[src/pmsc_pkg.sv]
// Package for the supply control register bank: offsets, reset values and field positions.
`default_nettype none
package pmsc_pkg;
   // Register offsets.
   localparam logic [7:0] FAULT_MASK_ADDR   = 8'h02;
   localparam logic [7:0] SUPPLY_EN_ADDR    = 8'h03;
   localparam logic [7:0] CONV_MODE_ADDR    = 8'h04;

   // Values after reset and after undervoltage lockout, and the read value of unmapped offsets.
   localparam logic [7:0] FAULT_MASK_RESET  = 8'hC0;
   localparam logic [7:0] SUPPLY_EN_RESET   = 8'hFF;
   localparam logic [7:0] CONV_MODE_RESET   = 8'hB1;
   localparam logic [7:0] UNMAPPED_READ     = 8'hFF;

   // Bits that software may change; all others hold their reset value.
   localparam logic [7:0] FAULT_MASK_WMASK  = 8'hFE;
   localparam logic [7:0] SUPPLY_EN_WMASK   = 8'h3E;
   localparam logic [7:0] CONV_MODE_WMASK   = 8'hFF;

   // Field positions.
   localparam int BUCK_ONE_BIT      = 5;
   localparam int BUCK_TWO_BIT      = 4;
   localparam int BUCK_THREE_BIT    = 3;
   localparam int LINREG_TWO_BIT    = 2;
   localparam int LINREG_ONE_BIT    = 1;
   localparam int BUCK_TWO_PHASE_HI = 7;
   localparam int BUCK_TWO_PHASE_LO = 6;
   localparam int BUCK_THR_PHASE_HI = 5;
   localparam int BUCK_THR_PHASE_LO = 4;
   localparam int LOW_RIPPLE_BIT    = 3;
   localparam int FORCED_BUCK_TWO_BIT = 2;
   localparam int FORCED_BUCK_ONE_BIT = 1;
   localparam int FORCED_BUCK_THR_BIT = 0;

   // Phase delay of a converter relative to the reference converter.
   typedef enum logic [1:0] {
      PMSC_PHASE_ZERO    = 2'h0,
      PMSC_PHASE_QUARTER = 2'h1,
      PMSC_PHASE_HALF    = 2'h2,
      PMSC_PHASE_THREE_Q = 2'h3
   } pmsc_phase_t;
endpackage : pmsc_pkg
`default_nettype wire

[src/pmsc_fault_if.sv]
// Interface carrying fault flags, mask and supply state to the fault output gate.
`timescale 1ns/1ps
`default_nettype none
interface pmsc_fault_if;
   logic [7:1] flags;
   logic [7:1] mask;
   logic [5:1] enabled;
   logic       flag_read;
   logic       int_n;
   modport ctrl (output flags, output mask, output enabled, output flag_read, input int_n);
   modport gate (input flags, input mask, input enabled, input flag_read, output int_n);
endinterface : pmsc_fault_if
`default_nettype wire

[src/pmsc_fault_gate.sv]
// Fault output gate: masks, read blocking and the open fault/interrupt level.
`timescale 1ns/1ps
`default_nettype none
module pmsc_fault_gate
   import pmsc_pkg::*;
(
   // Clock and reset.
   input  wire logic clk,
   input  wire logic rst_b,
   // Fault carrier.
   pmsc_fault_if.gate f
);
   logic [7:1] blocked;
   logic [7:1] next_blocked;
   logic [7:1] raw;
   logic       int_n;
   logic       next_int_n;

   always_comb begin
      // A disabled supply cannot report a fault.
      raw = f.flags & {2'b11, f.enabled};
      // A read blocks what is active now; a bit unblocks once its flag clears.
      next_blocked = (blocked | (f.flag_read ? raw : 7'h00)) & raw;
      next_int_n = ~|(raw & ~f.mask & ~next_blocked);
   end

   always_ff @(posedge clk or negedge rst_b) begin
      if (!rst_b) begin
         blocked <= 7'h00;
         int_n   <= 1'b1;
      end else begin
         blocked <= next_blocked;
         int_n   <= next_int_n;
      end
   end

   assign f.int_n = int_n;
endmodule : pmsc_fault_gate
`default_nettype wire

[src/pmsc_regs.sv]
// Supply control register bank: fault mask, supply enables and converter mode/phase.
`timescale 1ns/1ps
`default_nettype none
// What this block does
// - A mask bit at one keeps its fault flag off the fault output.
// - Mask register at 02h, read/write, reset C0h, bits 7 to 1 mask flags.
// - Lockout reloads enables to all ones and mask, converter fields to defaults.
// - A supply runs only when its enable bit and its enable pin are high.
// - A low enable pin forces its enable bits back to one.
// - Supply-enable register at 03h, read/write, reset FFh, bits 5 to 1.
// - Host writes enable bits to zero or one; value holds until restored.
// - The shared linear-regulator pin re-arms both linear-regulator enable bits.
// - Converter register at 04h, reset B1h: phases, ripple, forced PWM bits.
// - Phase codes 00, 01, 10, 11 delay zero, quarter, half, three quarters.
// - Converter one is the phase reference and always has zero offset.
// - Bit 3 picks light-load mode: efficiency at zero, low ripple at one.
// - Forced PWM: bit 2 converter two, bit 1 converter one, bit 0 converter three.
// - Fault output combines unmasked flags of enabled supplies and flags 7 and 6.
// - Reading the flag register blocks the active flags from the fault output.
module pmsc_regs
   import pmsc_pkg::*;
(
   // Clock and reset.
   input  wire logic       clk,
   input  wire logic       rst_b,
   // Register access from the serial engine.
   input  wire logic       reg_wr_stb,
   input  wire logic       reg_rd_stb,
   input  wire logic [7:0] reg_addr,
   input  wire logic [7:0] reg_wdata,
   output var  logic [7:0] reg_rdata,
   // Supervisor and enable pins.
   input  wire logic       undervoltage_lockout,
   input  wire logic       buck_one_enable_pin,
   input  wire logic       buck_two_enable_pin,
   input  wire logic       buck_three_enable_pin,
   input  wire logic       linear_regulator_enable_pin,
   // Fault flags and their read event.
   input  wire logic [7:1] power_good_fault_flags,
   input  wire logic       fault_flags_read,
   // Supply and converter controls.
   output var  logic [5:1] supply_on,
   output var  logic [1:0] buck_one_phase_select,
   output var  logic [1:0] buck_two_phase_select,
   output var  logic [1:0] buck_three_phase_select,
   output var  logic       low_ripple,
   output var  logic [2:0] forced_fixed_frequency,
   // Open fault/interrupt level, low while a fault shows.
   output var  logic       fault_int_n
);
   ////////////////////////////////////////////////////////////////////////////////////////////////
   logic [7:0] fault_mask;
   logic [7:0] supply_enable_control;
   logic [7:0] converter_mode_phase;
   logic [7:0] next_fault_mask;
   logic [7:0] next_supply_enable_control;
   logic [7:0] next_converter_mode_phase;
   logic [7:0] next_reg_rdata;
   logic [5:1] next_supply_on;
   logic [5:1] pin_high;

   pmsc_fault_if fault_bus ();

   // Only writable bits take the new value; the rest are rebuilt from the reset pattern.
   function automatic logic [7:0] apply_write(input logic [7:0] old, input logic [7:0] wdata,
                                              input logic [7:0] wmask, input logic [7:0] rst_val);
      apply_write = (((old & ~wmask) | (wdata & wmask)) & wmask) | (rst_val & ~wmask);
   endfunction : apply_write

   ////////////////////////////////////////////////////////////////////////////////////////////////
   always_comb begin
      // Both linear regulators follow the single shared pin.
      pin_high = {buck_one_enable_pin, buck_two_enable_pin, buck_three_enable_pin,
                  linear_regulator_enable_pin, linear_regulator_enable_pin};
      next_fault_mask            = fault_mask;
      next_supply_enable_control = supply_enable_control;
      next_converter_mode_phase  = converter_mode_phase;
      if (reg_wr_stb) begin
         unique case (reg_addr)
            FAULT_MASK_ADDR: next_fault_mask =
               apply_write(fault_mask, reg_wdata, FAULT_MASK_WMASK, FAULT_MASK_RESET);
            SUPPLY_EN_ADDR: next_supply_enable_control =
               apply_write(supply_enable_control, reg_wdata, SUPPLY_EN_WMASK, SUPPLY_EN_RESET);
            CONV_MODE_ADDR: next_converter_mode_phase =
               apply_write(converter_mode_phase, reg_wdata, CONV_MODE_WMASK, CONV_MODE_RESET);
            default: ;
         endcase
      end
      // A low pin wins over a write in the same cycle, so the supply re-arms.
      next_supply_enable_control[5:1] = next_supply_enable_control[5:1] | ~pin_high;
      if (undervoltage_lockout) begin
         next_fault_mask            = FAULT_MASK_RESET;
         next_supply_enable_control = SUPPLY_EN_RESET;
         next_converter_mode_phase  = CONV_MODE_RESET;
      end
      next_supply_on = next_supply_enable_control[5:1] & pin_high;
      next_reg_rdata = reg_rdata;
      if (reg_rd_stb) begin
         unique case (reg_addr)
            FAULT_MASK_ADDR: next_reg_rdata = fault_mask;
            SUPPLY_EN_ADDR:  next_reg_rdata = supply_enable_control;
            CONV_MODE_ADDR:  next_reg_rdata = converter_mode_phase;
            default:         next_reg_rdata = UNMAPPED_READ;
         endcase
      end
   end

   always_ff @(posedge clk or negedge rst_b) begin
      if (!rst_b) begin
         fault_mask            <= FAULT_MASK_RESET;
         supply_enable_control <= SUPPLY_EN_RESET;
         converter_mode_phase  <= CONV_MODE_RESET;
         reg_rdata             <= UNMAPPED_READ;
         supply_on             <= 5'h00;
      end else begin
         fault_mask            <= next_fault_mask;
         supply_enable_control <= next_supply_enable_control;
         converter_mode_phase  <= next_converter_mode_phase;
         reg_rdata             <= next_reg_rdata;
         supply_on             <= next_supply_on;
      end
   end

   ////////////////////////////////////////////////////////////////////////////////////////////////
   // Converter controls are registered copies of the next register value, so they
   // change on the same edge as the register itself.
   always_ff @(posedge clk or negedge rst_b) begin
      if (!rst_b) begin
         buck_one_phase_select   <= PMSC_PHASE_ZERO;
         buck_two_phase_select   <= CONV_MODE_RESET[BUCK_TWO_PHASE_HI:BUCK_TWO_PHASE_LO];
         buck_three_phase_select <= CONV_MODE_RESET[BUCK_THR_PHASE_HI:BUCK_THR_PHASE_LO];
         low_ripple              <= CONV_MODE_RESET[LOW_RIPPLE_BIT];
         forced_fixed_frequency  <= {CONV_MODE_RESET[FORCED_BUCK_THR_BIT], CONV_MODE_RESET[FORCED_BUCK_TWO_BIT],
                                     CONV_MODE_RESET[FORCED_BUCK_ONE_BIT]};
      end else begin
         buck_one_phase_select   <= PMSC_PHASE_ZERO;
         buck_two_phase_select   <= next_converter_mode_phase[BUCK_TWO_PHASE_HI:BUCK_TWO_PHASE_LO];
         buck_three_phase_select <= next_converter_mode_phase[BUCK_THR_PHASE_HI:BUCK_THR_PHASE_LO];
         low_ripple              <= next_converter_mode_phase[LOW_RIPPLE_BIT];
         // Output order is converter three, two, one.
         forced_fixed_frequency  <= {next_converter_mode_phase[FORCED_BUCK_THR_BIT],
                                     next_converter_mode_phase[FORCED_BUCK_TWO_BIT],
                                     next_converter_mode_phase[FORCED_BUCK_ONE_BIT]};
      end
   end

   ////////////////////////////////////////////////////////////////////////////////////////////////
   assign fault_bus.flags     = power_good_fault_flags;
   assign fault_bus.mask      = fault_mask[7:1];
   assign fault_bus.enabled   = supply_on;
   assign fault_bus.flag_read = fault_flags_read;
   assign fault_int_n         = fault_bus.int_n;

   pmsc_fault_gate u_fault_gate (
      .clk   (clk),
      .rst_b (rst_b),
      .f     (fault_bus.gate)
   );
endmodule : pmsc_regs
`default_nettype wire

[config.mk]
export PLATFORM = sky130hd
export DESIGN_NAME = pmsc_regs
export DESIGN_NICKNAME = d
export VERILOG_FILES = /design/src/pmsc_pkg.sv /design/src/pmsc_fault_if.sv /design/src/pmsc_fault_gate.sv /design/src/pmsc_regs.sv
export SDC_FILE = /design/constraint.sdc
export NUM_CORES = 1
export LEC_CHECK = 0
export BUFFER_PORTS_ARGS = -buffer_cell sky130_fd_sc_hd__buf_2
export CAP_MARGIN = 40
export CORE_MARGIN = 2
export CORE_UTILIZATION = 56
export DETAILED_ROUTE_END_ITERATION = 10
export PLACE_DENSITY = 0.84
export SYNTH_ARGS = -nofsm -noshare
export SYNTH_HDL_FRONTEND = slang
export SYNTH_SLANG_ARGS = --single-unit
export TNS_END_PERCENT = 5
[constraint.sdc]
create_clock -name clk -period 2.3 [get_ports clk]
set_clock_uncertainty 0.05 [all_clocks]
set_input_delay 0.345 -clock clk [delete_from_list [all_inputs] [get_ports clk]]
set_output_delay 0.345 -clock clk [all_outputs]
set_load 0.01 [all_outputs]
[Word level (Yosys, flattened, before mapping)]
Cells that the tools add are included.
Cells by class
  reductions and logical operators: 7
  eq/ne operators: 3
  muxes and demuxes: 11
  bitwise logic cells: 12
Operator list (count)
  two-way mux 8 bit: 9
  bitwise AND 7 bit: 4
  one-hot mux 8 bit (3 select lines): 1
  == test 8 x 2 -> 1 bit, second input constant: 2
  NOT 7 bit: 2
  == test 8 x 3 -> 1 bit, second input constant: 1
  OR 1 x 8 -> 8 bit: 1
  two-way mux 7 bit: 1
  OR 7 bit: 1
  OR reduction 7 bit: 1
  OR 1 x 6 -> 6 bit: 1
  nonzero test 2 bit: 3
  bitwise AND 5 bit: 1
  NOT 5 bit: 1
  OR 5 bit: 1
  AND reduction 2 bit: 2
  logical NOT 1 bit: 1
Storage, ports and cells
  register bits after elaboration: 53
  output and inout port bits: 24
  bits of input ports: 33

[Longest topological paths before layout]
  depth after elaboration: 8
  gate-level depth with buffers: 5
  depth with buffers taken out: 3

[Cells and area by module]
From an unflattened synthesis, not the netlist that was laid out.
Unflattened totals
  cell total of the unflattened synthesis: 188
  area total of the unflattened synthesis: 2108.3 sq um
By module, submodules not included
  pmsc_regs: cells each 159, area an instance 1767.9 sq um, instances 1
  pmsc_fault_gate: cells each 29, area an instance 340.3 sq um, instances 1

[Least setup slack after synthesis]
OpenSTA, ideal clock, no wires.
  kind: input-to-reg
  start: input reg_addr[5]
  end: register buck_two_phase_select[0]
  arrival time: 1.424 ns
  path slack: 0.690 ns
  stages: 5
  setup time: 0.136 ns
  required time: 2.114 ns
  path through: or4_4 > buf_6 > buf_6 > o31ai_1 > a21oi_1
On the way
  longest elaborated chain between the ends: 4
RTL lines
  start, declared: RTL line pmsc_regs.sv:29  | input wire logic [7:0] reg_addr,
  == test 8 x 3 -> 1 bit: RTL line pmsc_regs.sv:79  | unique case (reg_addr)
  two-way mux 8 bit: RTL line pmsc_regs.sv:79
  two-way mux 8 bit: RTL line pmsc_regs.sv:78  | if (reg_wr_stb) begin
  two-way mux 8 bit: RTL line pmsc_regs.sv:91  | if (undervoltage_lockout) begin
  end signal, assigned: RTL line pmsc_regs.sv:130  | buck_two_phase_select <= CONV_MODE_RESET[BUCK_TWO_PHASE_HI:BUCK_TWO_PHASE_LO];
  end signal, assigned: RTL line pmsc_regs.sv:137  | buck_two_phase_select <= next_converter_mode_phase[BUCK_TWO_PHASE_HI:BUCK_TWO_PHASE_LO];
  end, declared: RTL line pmsc_regs.sv:44  | output var logic [1:0] buck_two_phase_select,
No other way between the ends.
A chain may end at the register's enable or synchronous reset.

[Final worst setup path]
  start: input reg_addr[5]
  end: register buck_three_phase_select[0]
On the way
  longest elaborated chain between the ends: 4
RTL lines
  == test 8 x 3 -> 1 bit: RTL line pmsc_regs.sv:79
  two-way mux 8 bit: RTL line pmsc_regs.sv:79
  two-way mux 8 bit: RTL line pmsc_regs.sv:78
  two-way mux 8 bit: RTL line pmsc_regs.sv:91
  end signal, assigned: RTL line pmsc_regs.sv:131  | buck_three_phase_select <= CONV_MODE_RESET[BUCK_THR_PHASE_HI:BUCK_THR_PHASE_LO];
  end signal, assigned: RTL line pmsc_regs.sv:138  | buck_three_phase_select <= next_converter_mode_phase[BUCK_THR_PHASE_HI:BUCK_THR_PHASE_LO];
  end, declared: RTL line pmsc_regs.sv:45  | output var logic [1:0] buck_three_phase_select,
No other way between the ends.

==> results_dict.tcl <==
set metrics [dict create \
    startpoint "reg_addr[5]" \
    cts_tree "done" \
    io_buffer_count 54 \
    power_w 0.001416 \
    whs_ps 152.4 \
    finalWeightedCongestion 0.7928 \
    regToRegStartpoint "fault_mask[6]" \
    yosysMostFrequentCell "nor2_1" \
    initial_core_util_pct 59.36 \
    grt_pass1_vias 1709 \
    fin_tns_setup_ps 0 \
    ant_nets 0 \
    ys_async_sr_fraction_pct 100.0 \
    netlist_area_sq_um 2206 \
    met3_usage_pct 4.223 \
    cp_max_fo 16 \
    leakagePower_nw 1.101 \
    postSynthAreaPerCell_sq_um 10.61 \
    ys_warn_count 0 \
    hold_start "buck_one_enable_pin" \
    status "finished, final reports clean" \
    setup_viol 0 \
    synth_edf_count 0 \
    timing_hold_violations_final 0 \
    core_sq_um 3716 \
    grtUsageTotal_pct 25.50 \
    finalCriticalPeriod_ps 1547 \
    slew_viol_final 0 \
    die_x_um 66.76 \
    grt_max_degree 29 \
    die_h_um 66.76 \
    hold_path_class "in2reg" \
    regArea_sq_um 1077 \
    cts.clk_slew.worst_paths_ps 80 \
    viasPerCell 6.173 \
    cts_buffer_depth 2 \
    worstPathRequired_ps 2470 \
    grt.overflow.total 0 \
    synth_area_leaders "dfstp_2 (25%), dfrtp_1 (24%), a41oi_1 (5.2%), nor2_1 (4.4%), o31ai_1 (4.4%)" \
    ys_seq_area_share_pct 48.84 \
    drtIter0Drc 183 \
    multi_input_area_sq_um 1027 \
    vdd_drop_max_v 0.0003390 \
    synth_top_area_share_pct 25.01 \
    worstSetupEndpointType "flop" \
    rsz0062_at_grt "no" \
    fill_cells 294 \
    hpwl_um 3712 \
    grt_use_met2_pct 40.00 \
    ys_top_cells_by_count "nor2_1 (26), dfrtp_1 (21), dfstp_2 (21)" \
    drc 0 \
    ys_seq_elements 42 \
    avgRoutedWirePerCell_um 17.06 \
    fin_nets 285 \
    cts_resized 0 \
    postSynthCellCount 208 \
    achievable-frequency_ghz 0.6465 \
    slew_headroom_pct 51.77 \
    synth-main-ff-cell "dfstp_2" \
    area_growth_syn_to_layout_pct 16.39 \
    synth_largest_area_cell "dfstp_2" \
    via_count 1858 \
    top_usage_layer "met2" \
    antenna_cells 0 \
    drive_above_1_share_pct 37.55 \
    synthDistinctLibCells 46 \
    clk_latency_ps 290 \
    hold_buffers 1 \
    routed_wl_um 5135 \
    cts_buffers 5 \
    antenna_found_initial 0 \
    grt_use_met1_pct 35.29 \
    worst_pin_slew_ps 713.7 \
    fin_crit_sh_pct 67.25 \
    cp-start-kind "input pin" \
    grt_pass1_wl_um 8369 \
    critPathKind "in2reg" \
    cts_sinks 42 \
    std_cell_rows 22 \
    io_pins 57 \
    postCtsSetupBuffers 0 \
    first_pass_iters 4 \
    cp.arrival_ps 1710 \
    die_area_sq_um 4457 \
    maxCapViolations 0 \
    htreeDepth 2 \
    clockRootBuffer "clkbuf_8" \
    cellPowerDensity_nw_per_um2 551.4 \
]
==> final timing paths <==
check	endpoint	slack, ps	depth (start not counted)
worst min register to register	u_fault_gate.blocked[6]	430	1
worst max-delay path	buck_three_phase_select[0]	750	4
min in group asynchronous	u_fault_gate.blocked[6]	480	2
max in group asynchronous	reg_rdata[2]	1180	3
worst max register to register	reg_rdata[6]	1100	3
worst min-delay path	supply_enable_control[5]	150	2
==> worst max-delay path, cell delays in order <==
cell	delay, ps
buf_2	110
or4_4	670
nor3_4	340
mux2i_1	250
==> registers in the layout, summed over array words and instances (netlist names) <==
| register | cells |
|---|---|
| supply_enable_control | 6 |
| u_fault_gate.f.int_n | 1 |
| reg_rdata | 8 |
| converter_mode_phase | 3 |
| fault_mask | 7 |
| supply_on | 5 |
| buck_three_phase_select | 1 |
| u_fault_gate.blocked | 7 |
| buck_two_phase_select | 2 |
| forced_fixed_frequency | 2 |
==> routing by layer <==
metal | vias up | part of all wire (%)
li1 | 874 | -
met1 | 901 | 43
met2 | 73 | 49
met3 | 10 | 5.9
met4 | 0 | 2.1
met5 | - | 0
==> power by group <==
group / internal, W / leakage, nW / switching (W) / total, W
Sequential: 0.000756 / 0.497 / 0.00000785 / 0.000764
Clock: 0.000242 / 0.0482 / 0.000238 / 0.000480
Combinational: 0.0000658 / 0.556 / 0.000106 / 0.000172
Total: 0.00106 / 1.10 / 0.000352 / 0.00142
==> layout make-up <==
class | instances | share of cell area [%]
inverter | 1 | 0.1462
clock inverter | 1 | 0.1949
timing repair buffer | 57 | 11.99
multi-input combinational | 145 | 40.01
tap | 48 | 2.339
sequential | 42 | 41.96
clock buffer | 7 | 3.363
==> kinds of logic after synthesis <==
logic type      synth area share [%]
buf+inv                        5.047
other cells                   0.1700
flops                          48.84
mux                            5.275
simple gates                   18.32
compound gates                 22.35
==> metrics by stage <==
step           utilization [%]  setup slack (ps)  cells  cell area, sq um
6_report                 69.09             753.3    301              2567
2_1_floorplan                -             690.0    209              2210
5_1_grt                  69.09             687.9    301              2567
3_3_place_gp             65.82             506.6    291              2446
3_5_place_dp             66.36             431.5    292              2466
4_1_cts                  69.09             737.8    301              2567
==> placed cells by master (no fill, tap or decap), types with 2 or more instances in the layout <==
| cell type | synthesis | routed |
|---|---|---|
| a21oi_1 | 11 | 11 |
| a21boi_0 | 4 | 4 |
| and2_1 | 5 | 5 |
| mux2_2 | 5 | 5 |
| nand3_1 | 4 | 4 |
| and3b_1 | 5 | 5 |
| clkbuf_8 | 0 | 6 |
| nor4bb_1 | 2 | 2 |
| o31ai_1 | 13 | 13 |
| dfstp_2 | 21 | 21 |
| nor2_1 | 26 | 26 |
| nand4bb_1 | 2 | 2 |
| a22oi_1 | 5 | 5 |
| a31oi_1 | 2 | 2 |
| a41oi_1 | 13 | 13 |
| o211ai_1 | 2 | 2 |
| buf_2 | 5 | 54 |
| nand4_1 | 9 | 9 |
| nand2_1 | 5 | 5 |
| dfrtp_1 | 21 | 21 |
| mux2i_1 | 6 | 6 |
| o211a_1 | 4 | 4 |
| o21a_1 | 2 | 2 |
| conb_1 | 1 | 2 |
No activity file was read; power rests on OpenSTA's default activity.
